===== src/core/slr_pkg.sv =====
// switch line re-sync package: constants, modes and carrier structs
// assumes a 20 MHz pixel-side clock and line numbers counted from 1
package slr_pkg;

    // ==========================================================
    // clock and phase limit
    localparam int unsigned CLK_HZ          = 20_000_000;
    localparam int unsigned PHASE_LIMIT_US  = 10;
    // longest time, so round down; never below one cycle
    localparam int unsigned PHASE_LIMIT_RAW = (PHASE_LIMIT_US * (CLK_HZ / 1_000_000));
    localparam logic [11:0] PHASE_LIMIT_CYC =
        12'(PHASE_LIMIT_RAW < 1 ? 1 : PHASE_LIMIT_RAW);

    // ==========================================================
    // widths
    localparam int LINE_W  = 11;
    localparam int PHASE_W = 12;

    // ==========================================================
    // switch lines, first and second field
    localparam logic [10:0] SW_525_F1  = 11'h00a;
    localparam logic [10:0] SW_525_F2  = 11'h111;
    localparam logic [10:0] SW_625_F1  = 11'h006;
    localparam logic [10:0] SW_625_F2  = 11'h13f;
    localparam logic [10:0] SW_750_F1  = 11'h007;
    localparam logic [10:0] SW_1125_F1 = 11'h007;
    localparam logic [10:0] SW_1125_F2 = 11'h238;
    localparam logic [10:0] SW_NONE    = 11'h000;

    // ==========================================================
    // detected line structure
    typedef enum logic [1:0] {
        LINES_525,
        LINES_625,
        LINES_750,
        LINES_1125
    } slr_lines_t;

    // detected standard from the standards detector
    typedef struct packed {
        logic       valid;
        slr_lines_t lines;
        logic       interlaced;
        logic       psf;
        logic       rate24;
        logic       pid_present;
    } slr_std_t;

    // timing reference tracking events
    typedef struct packed {
        logic              line_end;
        logic              trs_id;
        logic              in_active;
        logic [LINE_W-1:0] line_num;
    } slr_sync_t;

    // level b to level a conversion status
    typedef struct packed {
        logic               conv_en;
        logic               extended;
        logic [PHASE_W-1:0] phase_cyc;
    } slr_conv_t;

endpackage


===== src/core/slr_switch_line_resync.sv =====
// switch line re-sync: decides when word alignment and timing generator
// re-align, automatically on the switch line or on the manual strobe.
// assumes all inputs synchronous to clk, line_end and trs_id one-cycle
// pulses from the trs tracker, line_num valid while line_end is high.
//
// How it works
// realign automatically at the switch point chosen from the detected standard
// automatic realign once per field interlaced, once per frame progressive
// 525 interlaced realigns at end of lines 10 and 273
// 525 progressive realigns at end of line 10
// 625 interlaced realigns at end of lines 6 and 319
// 625 progressive realigns at end of line 6
// 750 progressive realigns at end of line 7
// 1125 interlaced realigns at end of lines 7 and 568
// 1125 progressive, psf included, realigns at end of line 7
// without payload id, 1125 psf at 25 or 30 treated as interlaced
// 1125 psf at 24 frames is its own format, not interlaced
// conversion with extended active: realign on next trs id if phase within 10 us
// same case with phase beyond 10 us takes one extra line
// during that extra line the h blanking pulse may be omitted
// phase limit only under conversion with extended active period
// switch line handling works only while processing select is high
// rising manual strobe within active line forces realign on next trs word
// controller keeps manual strobe low except about one line on switch
// no detected standard means no automatic realign
`timescale 1ns/100ps

module slr_switch_line_resync
(
    // clock, reset, enable
    input  wire logic              clk,
    input  wire logic              rst_n,
    input  wire logic              clk_en,
    // mode and detection
    input  wire logic              processing_select,
    input  wire slr_pkg::slr_std_t std_in,
    input  wire slr_pkg::slr_conv_t conv_in,
    // timing reference events
    input  wire slr_pkg::slr_sync_t sync_in,
    // manual switch
    input  wire logic              manual_switch_strobe,
    // results
    output logic                   resync,
    output logic                   resync_auto,
    output logic                   h_omit,
    output logic                   wait_extra
);

    // ==========================================================
    // reset release
    logic rst_meta;
    logic rst_sync;

    always_ff @(posedge clk or negedge rst_n)
    begin
        if (!rst_n)
        begin
            rst_meta <= 1'b0;
            rst_sync <= 1'b0;
        end
        else
        begin
            rst_meta <= 1'b1;
            rst_sync <= rst_meta;
        end
    end

    // ==========================================================
    // switch line lookup
    function automatic logic [10:0] sw_line(input slr_pkg::slr_lines_t l,
                                            input logic second);
        logic [10:0] r;
        r = slr_pkg::SW_NONE;
        case (l)
            // 525 lines
            slr_pkg::LINES_525:  r = second ? slr_pkg::SW_525_F2  : slr_pkg::SW_525_F1;
            // 625 lines
            slr_pkg::LINES_625:  r = second ? slr_pkg::SW_625_F2  : slr_pkg::SW_625_F1;
            // 750 lines, progressive only
            slr_pkg::LINES_750:  r = second ? slr_pkg::SW_NONE    : slr_pkg::SW_750_F1;
            // 1125 lines
            slr_pkg::LINES_1125: r = second ? slr_pkg::SW_1125_F2 : slr_pkg::SW_1125_F1;
            default:             r = slr_pkg::SW_NONE;
        endcase
        return r;
    endfunction

    // ==========================================================
    // scan classification
    logic eff_interlaced;
    logic psf_as_int;

    // 25/30 psf without payload id looks interlaced
    // 24 frame psf kept apart as progressive
    assign psf_as_int = std_in.psf && !std_in.pid_present && !std_in.rate24
                        && (std_in.lines == slr_pkg::LINES_1125);
    // psf otherwise runs on the progressive switch line
    assign eff_interlaced = (std_in.interlaced && !std_in.psf) || psf_as_int;

    // ==========================================================
    // switch line hit
    logic at_switch;
    logic hit_f1;
    logic hit_f2;

    // second field line only checked for interlaced scan
    // R6: progressive uses only the first line
    assign hit_f1 = sync_in.line_num == sw_line(std_in.lines, 1'b0);
    assign hit_f2 = eff_interlaced && (sync_in.line_num == sw_line(std_in.lines, 1'b1));
    // R19: R16: automatic only with valid standard in processing mode
    assign at_switch = processing_select && std_in.valid && sync_in.line_end
                       && (hit_f1 || hit_f2);

    // phase limit applies only under conversion with extended active
    logic conv_case;
    logic over_limit;

    assign conv_case  = conv_in.conv_en && conv_in.extended;
    assign over_limit = conv_in.phase_cyc > slr_pkg::PHASE_LIMIT_CYC;

    // ==========================================================
    // manual strobe edge
    logic strobe_q;
    logic manual_pend;
    logic manual_rise;

    // sampled each clk_en cycle, edge counted only inside active line
    assign manual_rise = manual_switch_strobe && !strobe_q && sync_in.in_active
                         && processing_select;

    always_ff @(posedge clk or negedge rst_n)
    begin
        if (!rst_n)
            strobe_q <= 1'b0;
        else if (!rst_sync)
            strobe_q <= 1'b0;
        else if (clk_en)
            strobe_q <= manual_switch_strobe;
    end

    // pending until next trs word; a new edge wins over the clear
    always_ff @(posedge clk or negedge rst_n)
    begin
        if (!rst_n)
            manual_pend <= 1'b0;
        else if (!rst_sync)
            manual_pend <= 1'b0;
        else if (clk_en)
        begin
            if (!processing_select)
                manual_pend <= 1'b0;
            else if (manual_rise)
                manual_pend <= 1'b1;
            else if (sync_in.trs_id)
                manual_pend <= 1'b0;
        end
    end

    // ==========================================================
    // automatic re-sync sequencing
    typedef enum logic [1:0] {
        ST_IDLE,
        ST_WAIT_TRS,
        ST_WAIT_LINE
    } slr_state_t;

    slr_state_t state;
    slr_state_t next_state;
    logic       next_auto_fire;

    always_comb
    begin
        next_state     = state;
        next_auto_fire = 1'b0;
        case (state)
            ST_IDLE:
            begin
                if (at_switch)
                begin
                    if (!conv_case)
                        // normal case realigns at end of switch line
                        next_auto_fire = 1'b1;
                    else if (!over_limit)
                        // within limit, next trs id
                        next_state = ST_WAIT_TRS;
                    else
                        // beyond limit, one more line first
                        next_state = ST_WAIT_LINE;
                end
            end
            ST_WAIT_TRS:
            begin
                if (sync_in.trs_id)
                begin
                    next_auto_fire = 1'b1;
                    next_state     = ST_IDLE;
                end
            end
            ST_WAIT_LINE:
            begin
                // extra line ends, then re-align on the next id
                if (sync_in.line_end)
                    next_state = ST_WAIT_TRS;
            end
            default:
                next_state = ST_IDLE;
        endcase
        // leaving processing mode drops any pending sequence
        if (!processing_select)
        begin
            next_state     = ST_IDLE;
            next_auto_fire = 1'b0;
        end
    end

    always_ff @(posedge clk or negedge rst_n)
    begin
        if (!rst_n)
            state <= ST_IDLE;
        else if (!rst_sync)
            state <= ST_IDLE;
        else if (clk_en)
            state <= next_state;
    end

    // ==========================================================
    // outputs, all registered
    always_ff @(posedge clk or negedge rst_n)
    begin
        if (!rst_n)
        begin
            resync      <= 1'b0;
            resync_auto <= 1'b0;
            h_omit      <= 1'b0;
            wait_extra  <= 1'b0;
        end
        else if (!rst_sync)
        begin
            resync      <= 1'b0;
            resync_auto <= 1'b0;
            h_omit      <= 1'b0;
            wait_extra  <= 1'b0;
        end
        else if (clk_en)
        begin
            // manual request fires on the next trs word
            resync      <= next_auto_fire
                           || (manual_pend && sync_in.trs_id && processing_select);
            resync_auto <= next_auto_fire;
            // h pulse dropped over the extra line
            h_omit      <= next_state == ST_WAIT_LINE;
            wait_extra  <= next_state != ST_IDLE;
        end
    end
endmodule // slr_switch_line_resync


===== config.mk =====
export PLATFORM = sky130hd
export DESIGN_NAME = slr_switch_line_resync
export DESIGN_NICKNAME = d
export VERILOG_FILES = /design/src/core/slr_pkg.sv /design/src/core/slr_switch_line_resync.sv
export SDC_FILE = /design/constraint.sdc
export NUM_CORES = 1
export LEC_CHECK = 0
export ABC_CLOCK_PERIOD_IN_PS = 1600
export BUFFER_PORTS_ARGS = -buffer_cell sky130_fd_sc_hd__buf_2
export CAP_MARGIN = 40
export CORE_MARGIN = 2
export CORE_UTILIZATION = 35
export DETAILED_ROUTE_END_ITERATION = 6
export HOLD_SLACK_MARGIN = 0.02
export PLACE_DENSITY = 0.77
export SYNTH_ARGS = -nofsm -noshare
export SYNTH_HDL_FRONTEND = slang
export SYNTH_SLANG_ARGS = --single-unit
export TNS_END_PERCENT = 10

===== constraint.sdc =====
create_clock -name clk -period 1.6 [get_ports clk]
set_input_delay 0.08 -clock clk [delete_from_list [all_inputs] [get_ports clk]]
set_output_delay 0.08 -clock clk [all_outputs]
set_load 0.02 [all_outputs]

==> results of run 1 <==
==> Yosys cell counts (all sizes together) <==
master | number | share of area, %
nand2 | 7 | 3.4
nor2b | 5 | 4.0
o31ai | 1 | 0.97
and3 | 1 | 0.97
o22ai | 1 | 0.81
a21oi | 4 | 2.6
and2b | 2 | 2.1
nand4 | 2 | 1.6
nor4 | 1 | 0.81
inv | 3 | 1.5
nand3b | 1 | 0.97
nor2 | 4 | 1.9
conb | 1 | 0.48
a31o | 1 | 1.1
and3b | 2 | 2.4
o21bai | 1 | 0.97
mux2i | 1 | 1.3
a31oi | 2 | 2.4
nand2b | 4 | 3.2
nand4b | 1 | 1.1
nor3b | 4 | 4.5
a2111oi | 1 | 3.6
nand3 | 2 | 1.9
or4 | 1 | 0.97
a41oi | 1 | 1.1
a21boi | 3 | 2.9
and4b | 1 | 1.3
dfrtp | 10 | 32
a211oi | 3 | 2.9
o21ai | 10 | 6.5
a221oi | 1 | 1.9
o211ai | 2 | 2.6
nor3 | 3 | 1.9
or3 | 1 | 0.81
==> layer usage <==
layer | vias to the layer above | GRT usage, %
met1 | 412 | 19.5
met4 | 0 | 8.11
li1 | 438 | -
met5 | - | 0
met2 | 38 | 27.5
met3 | 4 | 2.05
==> worst max path at each step <==
stage	cells after the start	endpoint
final	5	state[1]
after global routing	5	state[1]
after CTS	5	state[1]
after detailed placement	5	state[0]
after global placement	5	state[0]
after floorplan	5	state[0]
==> worst max-delay path: stages, from the launching register on <==
cell	delay, ns
dfrtp_1	0.38
nand3b_1	0.22
or3_1	0.39
a211oi_2	0.18
a31oi_2	0.08
o21ai_1	0.15
==> area by class of cell <==
cell class	count	area (µm²)
fill	191	1050
multi-input combinational	75	518
sequential	10	250
timing repair buffer	47	248
clock buffer	4	36.3
tap	28	35.0
inverter	3	11.3
==> placed cells by master (no fill, tap or decap), drive strengths merged, types with 3 or more instances in the layout <==
cell / netlist / layout
a21boi: 3 / 3
dfrtp: 10 / 10
a211oi: 3 / 3
nor3: 3 / 3
buf: 0 / 46
clkbuf: 0 / 4
inv: 3 / 3
nor3b: 4 / 4
nor2: 4 / 4
o21ai: 10 / 10
nand2: 7 / 7
a21oi: 4 / 4
nor2b: 5 / 5
nand2b: 4 / 4
==> registers in the layout, indices dropped and copies added, names as in the netlist <==
register	flops
resync	1
h_omit	1
rst_sync	1
manual_pend	1
wait_extra	1
rst_meta	1
strobe_q	1
resync_auto	1
state	2
==> timing repair <==
action                     in CTS  in global routing
buffers inserted                0                  1
hold buffers                    1                  0
resized for setup               0                  1
setup endpoints to repair       0                  3
hold endpoints to repair       10                  0
==> power by group through the flow <==
stage	combinational (mW)	clock, mW	sequential, mW
2_1_floorplan	0.0456	0	0.265
3_3_place_gp	0.116	0	0.265
3_5_place_dp	0.119	0	0.266
4_1_cts	0.122	0.228	0.261
5_1_grt	0.141	0.249	0.261
6_report	0.125	0.226	0.260
==> cells by family after synthesis <==
logic type / Yosys count
AOI/OAI and AO/OA: 31
buffers and inverters: 3
DFF: 10
muxes: 1
other: 1
and+or+nand+nor: 42
==> metrics by stage <==
stage	cell area, µm²	utilization (%)
after detailed placement	1040	48.4
after global routing	1100	51.1
after global placement	1040	48.4
final	1100	51.1
after floorplan	774	-
after CTS	1090	50.6
==> impl_metrics.tcl, run 1 <==
set metrics [dict create \
    synth_xor_area_share_pct 0 \
    slew_viol_final 0 \
    cts_tree "built" \
    routed-wl-met3_um 132 \
    syn-num-nets 128 \
    cts.sinks 10 \
    ys.warnings.count 0 \
    syn_area_um2 774 \
    syn_area_per_cell_um2 8.80 \
    hold_slack_ns 0.0470 \
    power_mw 0.611 \
    layoutNonFillerInstCount 167 \
    place_ws_ns 0.102 \
    crit_type "flop to flop" \
    synth_top_family_by_area "simple AND/OR/NAND/NOR gates" \
    core-area_um2 2150 \
    grt_pass1_vias 773 \
    reg2reg_slack_ns 0.12 \
    hp-class "input port to flop" \
    wl_per_cell_um 11.6 \
    first_pass_iters 4 \
    clk_pin_slew_ns 0.07 \
    endpoint_kind "flop" \
    drv_cap 0 \
    power_frac_comb_pct 20.4 \
    initial_core_util_pct 36.1 \
    syn_to_final_growth_pct 41.8 \
    grt_max_degree 11 \
    power.share.clock_pct 37.0 \
    finalClockSkew_ns 0.00927 \
    setup_tns_ns 0 \
    viasPerCell 5.34 \
    synthCells 88 \
    leakage_nw 0.497 \
    rows 17 \
    grt_setup_unrepaired "false" \
    min_path_cells 3 \
    drc_errors 0 \
    ir_drop_uv 280 \
    cp.required_ns 1.79 \
    synth-compound-area-share_pct 30.4 \
    cp-start-kind "flop" \
    cellPowerDensity_nw_per_um2 557 \
    synth_cell_types 41 \
    worstPathMaxFanout 3 \
    worstPathArrival_ns 1.66 \
    fmax_mhz 676 \
    drtIter0Drc 12 \
    synthMuxAreaShare_pct 1.29 \
    internal_power_mw 0.458 \
    met2_wirelength_um 965 \
    track_usage_pct 16.0 \
    synth_fa_ha_area_share_pct 0 \
    reg2reg_depth 5 \
    grt_antenna_before_repair 0 \
    die_w_um 51.0 \
    seqPwrFrac_pct 42.6 \
    p_sw_mw 0.154 \
    dieArea_um2 2610 \
    startpoint "state[0]" \
    top_layer_used "met4" \
    r2r_end "state[1]" \
    chipHeight_um 51.0 \
    finalWirelength_um 1950 \
    final_nets 180 \
    place_inst 161 \
    setup_ws_ns 0.121 \
    ys_seq_area_share_pct 32.3 \
    synth-seq-cells 10 \
    status "complete, no violations" \
    hold_viol_final 0 \
    antenna_cells 0 \
    rr_startpoint "state[0]" \
    clockRootBuffer "clkbuf_4" \
    io_pins 44 \
    fin_crit_sh_pct 92.4 \
    clk_latency_ns 0.27 \
    post-route-min-period_ns 1.48 \
    holdPathEnd "state[0]" \
    netSwitchingFraction_pct 25.2 \
    layout-drive-gt1-share_pct 43.9 \
    yosys.area_share.simple_pct 34.1 \
    holdCritStartpoint "sync_in[13]" \
    post-dp-hpwl_um 1590 \
    cts_buffer_depth 2 \
    num_vias 892 \
    grt_pass1_wl_um 3150 \
    postRouteAntennaNets 0 \
    ctsHtreeMaxLevel 1 \
    wirelength_met1_um 819 \
    numPortBuffers 43 \
    cts_buffers 3 \
    gp_congestion 0.925 \
    overflow 0 \
    setup_viol 0 \
]
Note: power is estimated with default switching activity, not from simulation.
==> run 2: changes to the inputs <==
- CELL_PAD_IN_SITES_DETAIL_PLACEMENT: not set -> 1
- CELL_PAD_IN_SITES_GLOBAL_PLACEMENT: not set -> 1
- CORE_MARGIN: 2 -> not set
- CORE_UTILIZATION: 35 -> 30
- PLACE_DENSITY: 0.77 -> 0.89
==> run 2 against run 1 <==
  * Clock skew decreased by 0.0055 ns
  * Utilization fell by 6.9 points
  * Sequential share of layout area is 0.26 points higher
  * Total power rose by 1.0%
  * Register-to-register slack is essentially flat
  * Non-clock buffer count is 2 lower
  * Die area up 7.1%
  * Critical path type unchanged
  * Largest cell class unchanged
  * Sequential cell count unchanged
  * Highest routed layer unchanged
  * Cell area shrank 1.1%
  * Clock-buffer cell count did not move
  * Global-route usage increased by 1.5 points
==> impl_metrics.tcl, run 2 (synthesis results as in run 1) <==
set metrics [dict create \
    use_met1_pct 20.9 \
    drc_errors 0 \
    layoutNonFillerInstCount 167 \
    crit_type "flop to flop" \
    clk_latency_ns 0.27 \
    grt_antenna_before_repair 0 \
    overflow 0 \
    track_usage_pct 17.5 \
    finalWirelength_um 2170 \
    rows 18 \
    cp-start-kind "flop" \
    grt_max_degree 11 \
    chipHeight_um 52.8 \
    place_ws_ns 0.0666 \
    worstPathMaxFanout 6 \
    drtIter0Drc 18 \
    fin_util_pct 44.2 \
    r2r_end "h_omit" \
    rr_startpoint "rst_sync" \
    setup_ws_ns 0.107 \
    final_common_cell "buf_2" \
    post_cts_buffers 0 \
    layout-drive-gt1-share_pct 43.1 \
    status "complete, no violations" \
    gp_congestion 0.838 \
    setup_viol 0 \
    io_pins 44 \
    grt_pass1_wl_um 3620 \
    grt_busiest_layer "met2" \
    grt_pass1_vias 821 \
    holdCritStartpoint "sync_in[13]" \
    slew_viol_final 0 \
    num_vias 891 \
    finalClockSkew_ns 0.00377 \
    cellPowerDensity_nw_per_um2 569 \
    place_inst 162 \
    fin_crit_sh_pct 93.3 \
    post-route-min-period_ns 1.49 \
    worstPathArrival_ns 1.68 \
    ir_drop_uv 358 \
    hold_viol_final 0 \
    post-dp-hpwl_um 1780 \
    fillers 311 \
    drv_cap 0 \
    die_w_um 52.8 \
    endpoint_kind "flop" \
    regArea_um2 250 \
    cts_tree "built" \
    reg2reg_depth 5 \
    hp-class "input port to flop" \
    fmax_mhz 670 \
    dieArea_um2 2790 \
    cp.required_ns 1.79 \
    initial_core_util_pct 31.5 \
    first_pass_iters 4 \
    reg2reg_slack_ns 0.11 \
    ctsHtreeMaxLevel 1 \
    cts.sinks 10 \
    cts_buffers 3 \
    use_met2_pct 31.4 \
    holdPathEnd "state[0]" \
    grt_setup_unrepaired "false" \
    leakage_nw 0.487 \
    numPortBuffers 43 \
    largest_register_ffs 2 \
    core-area_um2 2450 \
    syn_to_final_growth_pct 40.2 \
    final_nets 178 \
    multi_input_area_um2 518 \
    regMostFlops "state" \
    viasPerCell 5.34 \
    antenna_cells 0 \
    wl_per_cell_um 13.0 \
    layout_common_cells "buf_2 (43), dfrtp_1 (10), nand2_1 (7)" \
    clockRootBuffer "clkbuf_4" \
    postRouteAntennaNets 0 \
    setup_tns_ns 0 \
    cts_buffer_depth 2 \
    power_mw 0.618 \
    met3_usage_pct 4.64 \
    clk_pin_slew_ns 0.07 \
    min_path_cells 3 \
]
run 2: layer usage:
metal,up-vias,wire length (µm)
li1,434,-
met1,420,865
met2,34,1150
met3,3,150
met4,0,10
met5,-,0
run 2: where the power goes:
part           leakage, nW  total (mW)  internal, mW  switching [mW]
sequential           0.134       0.261         0.257         0.00348
clock               0.0210       0.233         0.138          0.0945
combinational        0.332       0.124        0.0608          0.0633
total                0.487       0.618         0.456           0.161
run 2: worst max-delay path, stage by stage (launching register included):
cell and delay, ns:
dfrtp_1 0.43, nand3_2 0.15, or3_1 0.40, a211oi_2 0.18, a31oi_2 0.08, o21ai_1 0.17
run 2: area by class of cell:
| cell class | instances | area share, % |
|---|---|---|
| sequential | 10 | 23.0 |
| inverter | 3 | 1.04 |
| timing repair buffer | 45 | 21.4 |
| clock buffer | 4 | 3.34 |
| multi-input combinational | 75 | 47.7 |
| tap | 30 | 3.46 |
run 2: what timing repair did:
item / CTS / global route
endpoints found under the setup margin: 0 / 3
endpoints found under the hold margin: 10 / 0
gates resized for setup: 0 / 1
hold buffers: 1 / 0
run 2: worst max path at each step:
| stage | slack (ns) | from | to | depth (start not counted) |
|---|---|---|---|---|
| floorplan | 0.18 | state[0] | state[0] | 5 |
| global placement | 0.14 | rst_sync | state[0] | 5 |
| detailed placement | 0.07 | rst_sync | h_omit | 5 |
| CTS | 0.04 | rst_sync | h_omit | 5 |
| global route | 0.03 | rst_sync | h_omit | 5 |
| finish | 0.11 | rst_sync | h_omit | 5 |
run 2: stage by stage:
stage,hold slack (ns),area (µm²)
6_report,0.0511,1090
3_3_place_gp,-0.0538,1030
3_5_place_dp,-0.0450,1030
4_1_cts,0.0428,1080
5_1_grt,0.0714,1090
2_1_floorplan,-0.216,774
==> run 3: changes to the inputs <==
- PLACE_DENSITY: 0.89 -> 0.86
==> run 3 against run 2 <==
  * Hold slack gained 0.013 ns
  * Routed wire length increased by 6.0%
  * Worst setup slack better by 0.022 ns
  * Critical path type unchanged
  * Critical endpoint is now state[0]
  * Highest routed layer is now met3
==> impl_metrics.tcl, run 3 (synthesis results as in run 1) <==
set metrics [dict create \
    clk_pin_slew_ns 0.07 \
    path_buf_inv 0 \
    reg2reg_slack_ns 0.13 \
    rows 18 \
    crit_type "flop to flop" \
    cp-start-kind "flop" \
    fin_crit_sh_pct 91.9 \
    clockRootBuffer "clkbuf_4" \
    numPortBuffers 43 \
    post-dp-hpwl_um 1960 \
    finalWirelength_um 2300 \
    drtIter0Drc 13 \
    cts_buffers 3 \
    postRouteAntennaNets 0 \
    finalClockSkew_ns 0.00898 \
    initial_core_util_pct 31.5 \
    cts.sinks 10 \
    io_pins 44 \
    grt_pass1_vias 914 \
    cts_buffer_depth 2 \
    ir_drop_uv 466 \
    hold_slack_ns 0.0642 \
    min_path_cells 3 \
    drc_errors 0 \
    worstPathArrival_ns 1.66 \
    syn_to_final_growth_pct 38.4 \
    cp_cell_sequence "nand3b_1, or3_1, a211oi_2, a31oi_2, o211ai_2" \
    grt_antenna_before_repair 0 \
    cp.required_ns 1.79 \
    overflow 0 \
    slew_viol_final 0 \
    drv_cap 0 \
    fin_util_pct 43.7 \
    slowest_delay_ns 0.39 \
    reg2reg_depth 5 \
    endpoint_kind "flop" \
    setup_viol 0 \
    grt_max_degree 11 \
    regMostFlops "state" \
    num_vias 870 \
    hold_viol_final 0 \
    chipHeight_um 52.8 \
    worstPathMaxFanout 3 \
    status "complete, no violations" \
    holdCritStartpoint "sync_in[13]" \
    critical_path.top_delay_family "simple AND/OR/NAND/NOR gates" \
    viasPerCell 5.24 \
    post-route-min-period_ns 1.47 \
    crit_path_top_delay_cell "dfrtp_1" \
    placed_cell_area_um2 1030 \
    antenna_cells 0 \
    die_w_um 52.8 \
    gp_congestion 0.761 \
    holdPathEnd "state[0]" \
    largest_register_ffs 2 \
    r2r_end "state[0]" \
    hp-class "input port to flop" \
    layout-drive-gt1-share_pct 42.6 \
    grt_setup_unrepaired "false" \
    rr_startpoint "state[0]" \
    cellPowerDensity_nw_per_um2 517 \
    dieArea_um2 2790 \
    final_common_cell "buf_2" \
    cts_tree "built" \
    grt_pass1_wl_um 3860 \
    setup_tns_ns 0 \
    clk_latency_ns 0.26 \
    first_pass_iters 4 \
    fmax_mhz 680 \
    wl_per_cell_um 13.9 \
    final_nets 178 \
    fin_area_um2 1070 \
    track_usage_pct 19.1 \
    leakage_nw 0.480 \
    ctsHtreeMaxLevel 1 \
    core-area_um2 2450 \
    layout_common_cells "buf_2 (43), dfrtp_1 (10), nand2_1 (7)" \
]
## run 3: worst max path at each step
stage          startpoint  endpoint  slack (ns)  depth (start not counted)
6_report         state[0]  state[0]        0.13                          5
2_1_floorplan    state[0]  state[0]        0.18                          5
4_1_cts          rst_sync  state[0]        0.06                          5
5_1_grt          rst_sync  state[0]        0.02                          5
3_3_place_gp     rst_sync  state[0]        0.14                          5
3_5_place_dp     rst_sync  state[0]        0.07                          5
## run 3: where the power goes
part / internal (mW) / switching (mW) / leakage (nW) / total [mW]
combinational: 0.0609 / 0.0641 / 0.332 / 0.125
sequential: 0.257 / 0.00364 / 0.134 / 0.261
clock: 0.0866 / 0.0821 / 0.0138 / 0.169
## run 3: worst register-to-register path: stages, from the launching register on
cell,delay [ns]
dfrtp_1,0.39
nand3b_1,0.20
or3_1,0.36
a211oi_2,0.18
a31oi_2,0.08
o211ai_2,0.18
## run 3: final cells by class
class	instances	area, µm²
Fill cell	309	1380
Sequential cell	10	250
Timing Repair Buffer	45	233
Tap cell	30	37.5
Clock buffer	3	22.5
Multi-Input combinational cell	75	518
Inverter	3	11.3
## run 3: stage by stage
step,setup slack (ns),cells,total power [mW]
final,0.130,166,0.555
after global routing,0.0214,166,0.589
after global placement,0.143,162,0.382
after floorplan,0.181,88,0.311
after detailed placement,0.0711,162,0.390
after CTS,0.0602,166,0.564
## run 3: metal layers
layer | vias up | global-route usage [%] | wire [µm]
met2 | 29 | 35.4 | 1240
met1 | 409 | 22.0 | 942
met3 | 0 | 4.35 | 126
li1 | 432 | - | -
met5 | - | 0 | 0
met4 | 0 | 3.95 | 0
## run 3: what timing repair did
item / CTS / global route
endpoints found under the setup margin: 0 / 3
hold buffers: 1 / 0
buffers inserted: 0 / 0
resized for setup: 0 / 1
hold endpoints to repair: 10 / 0
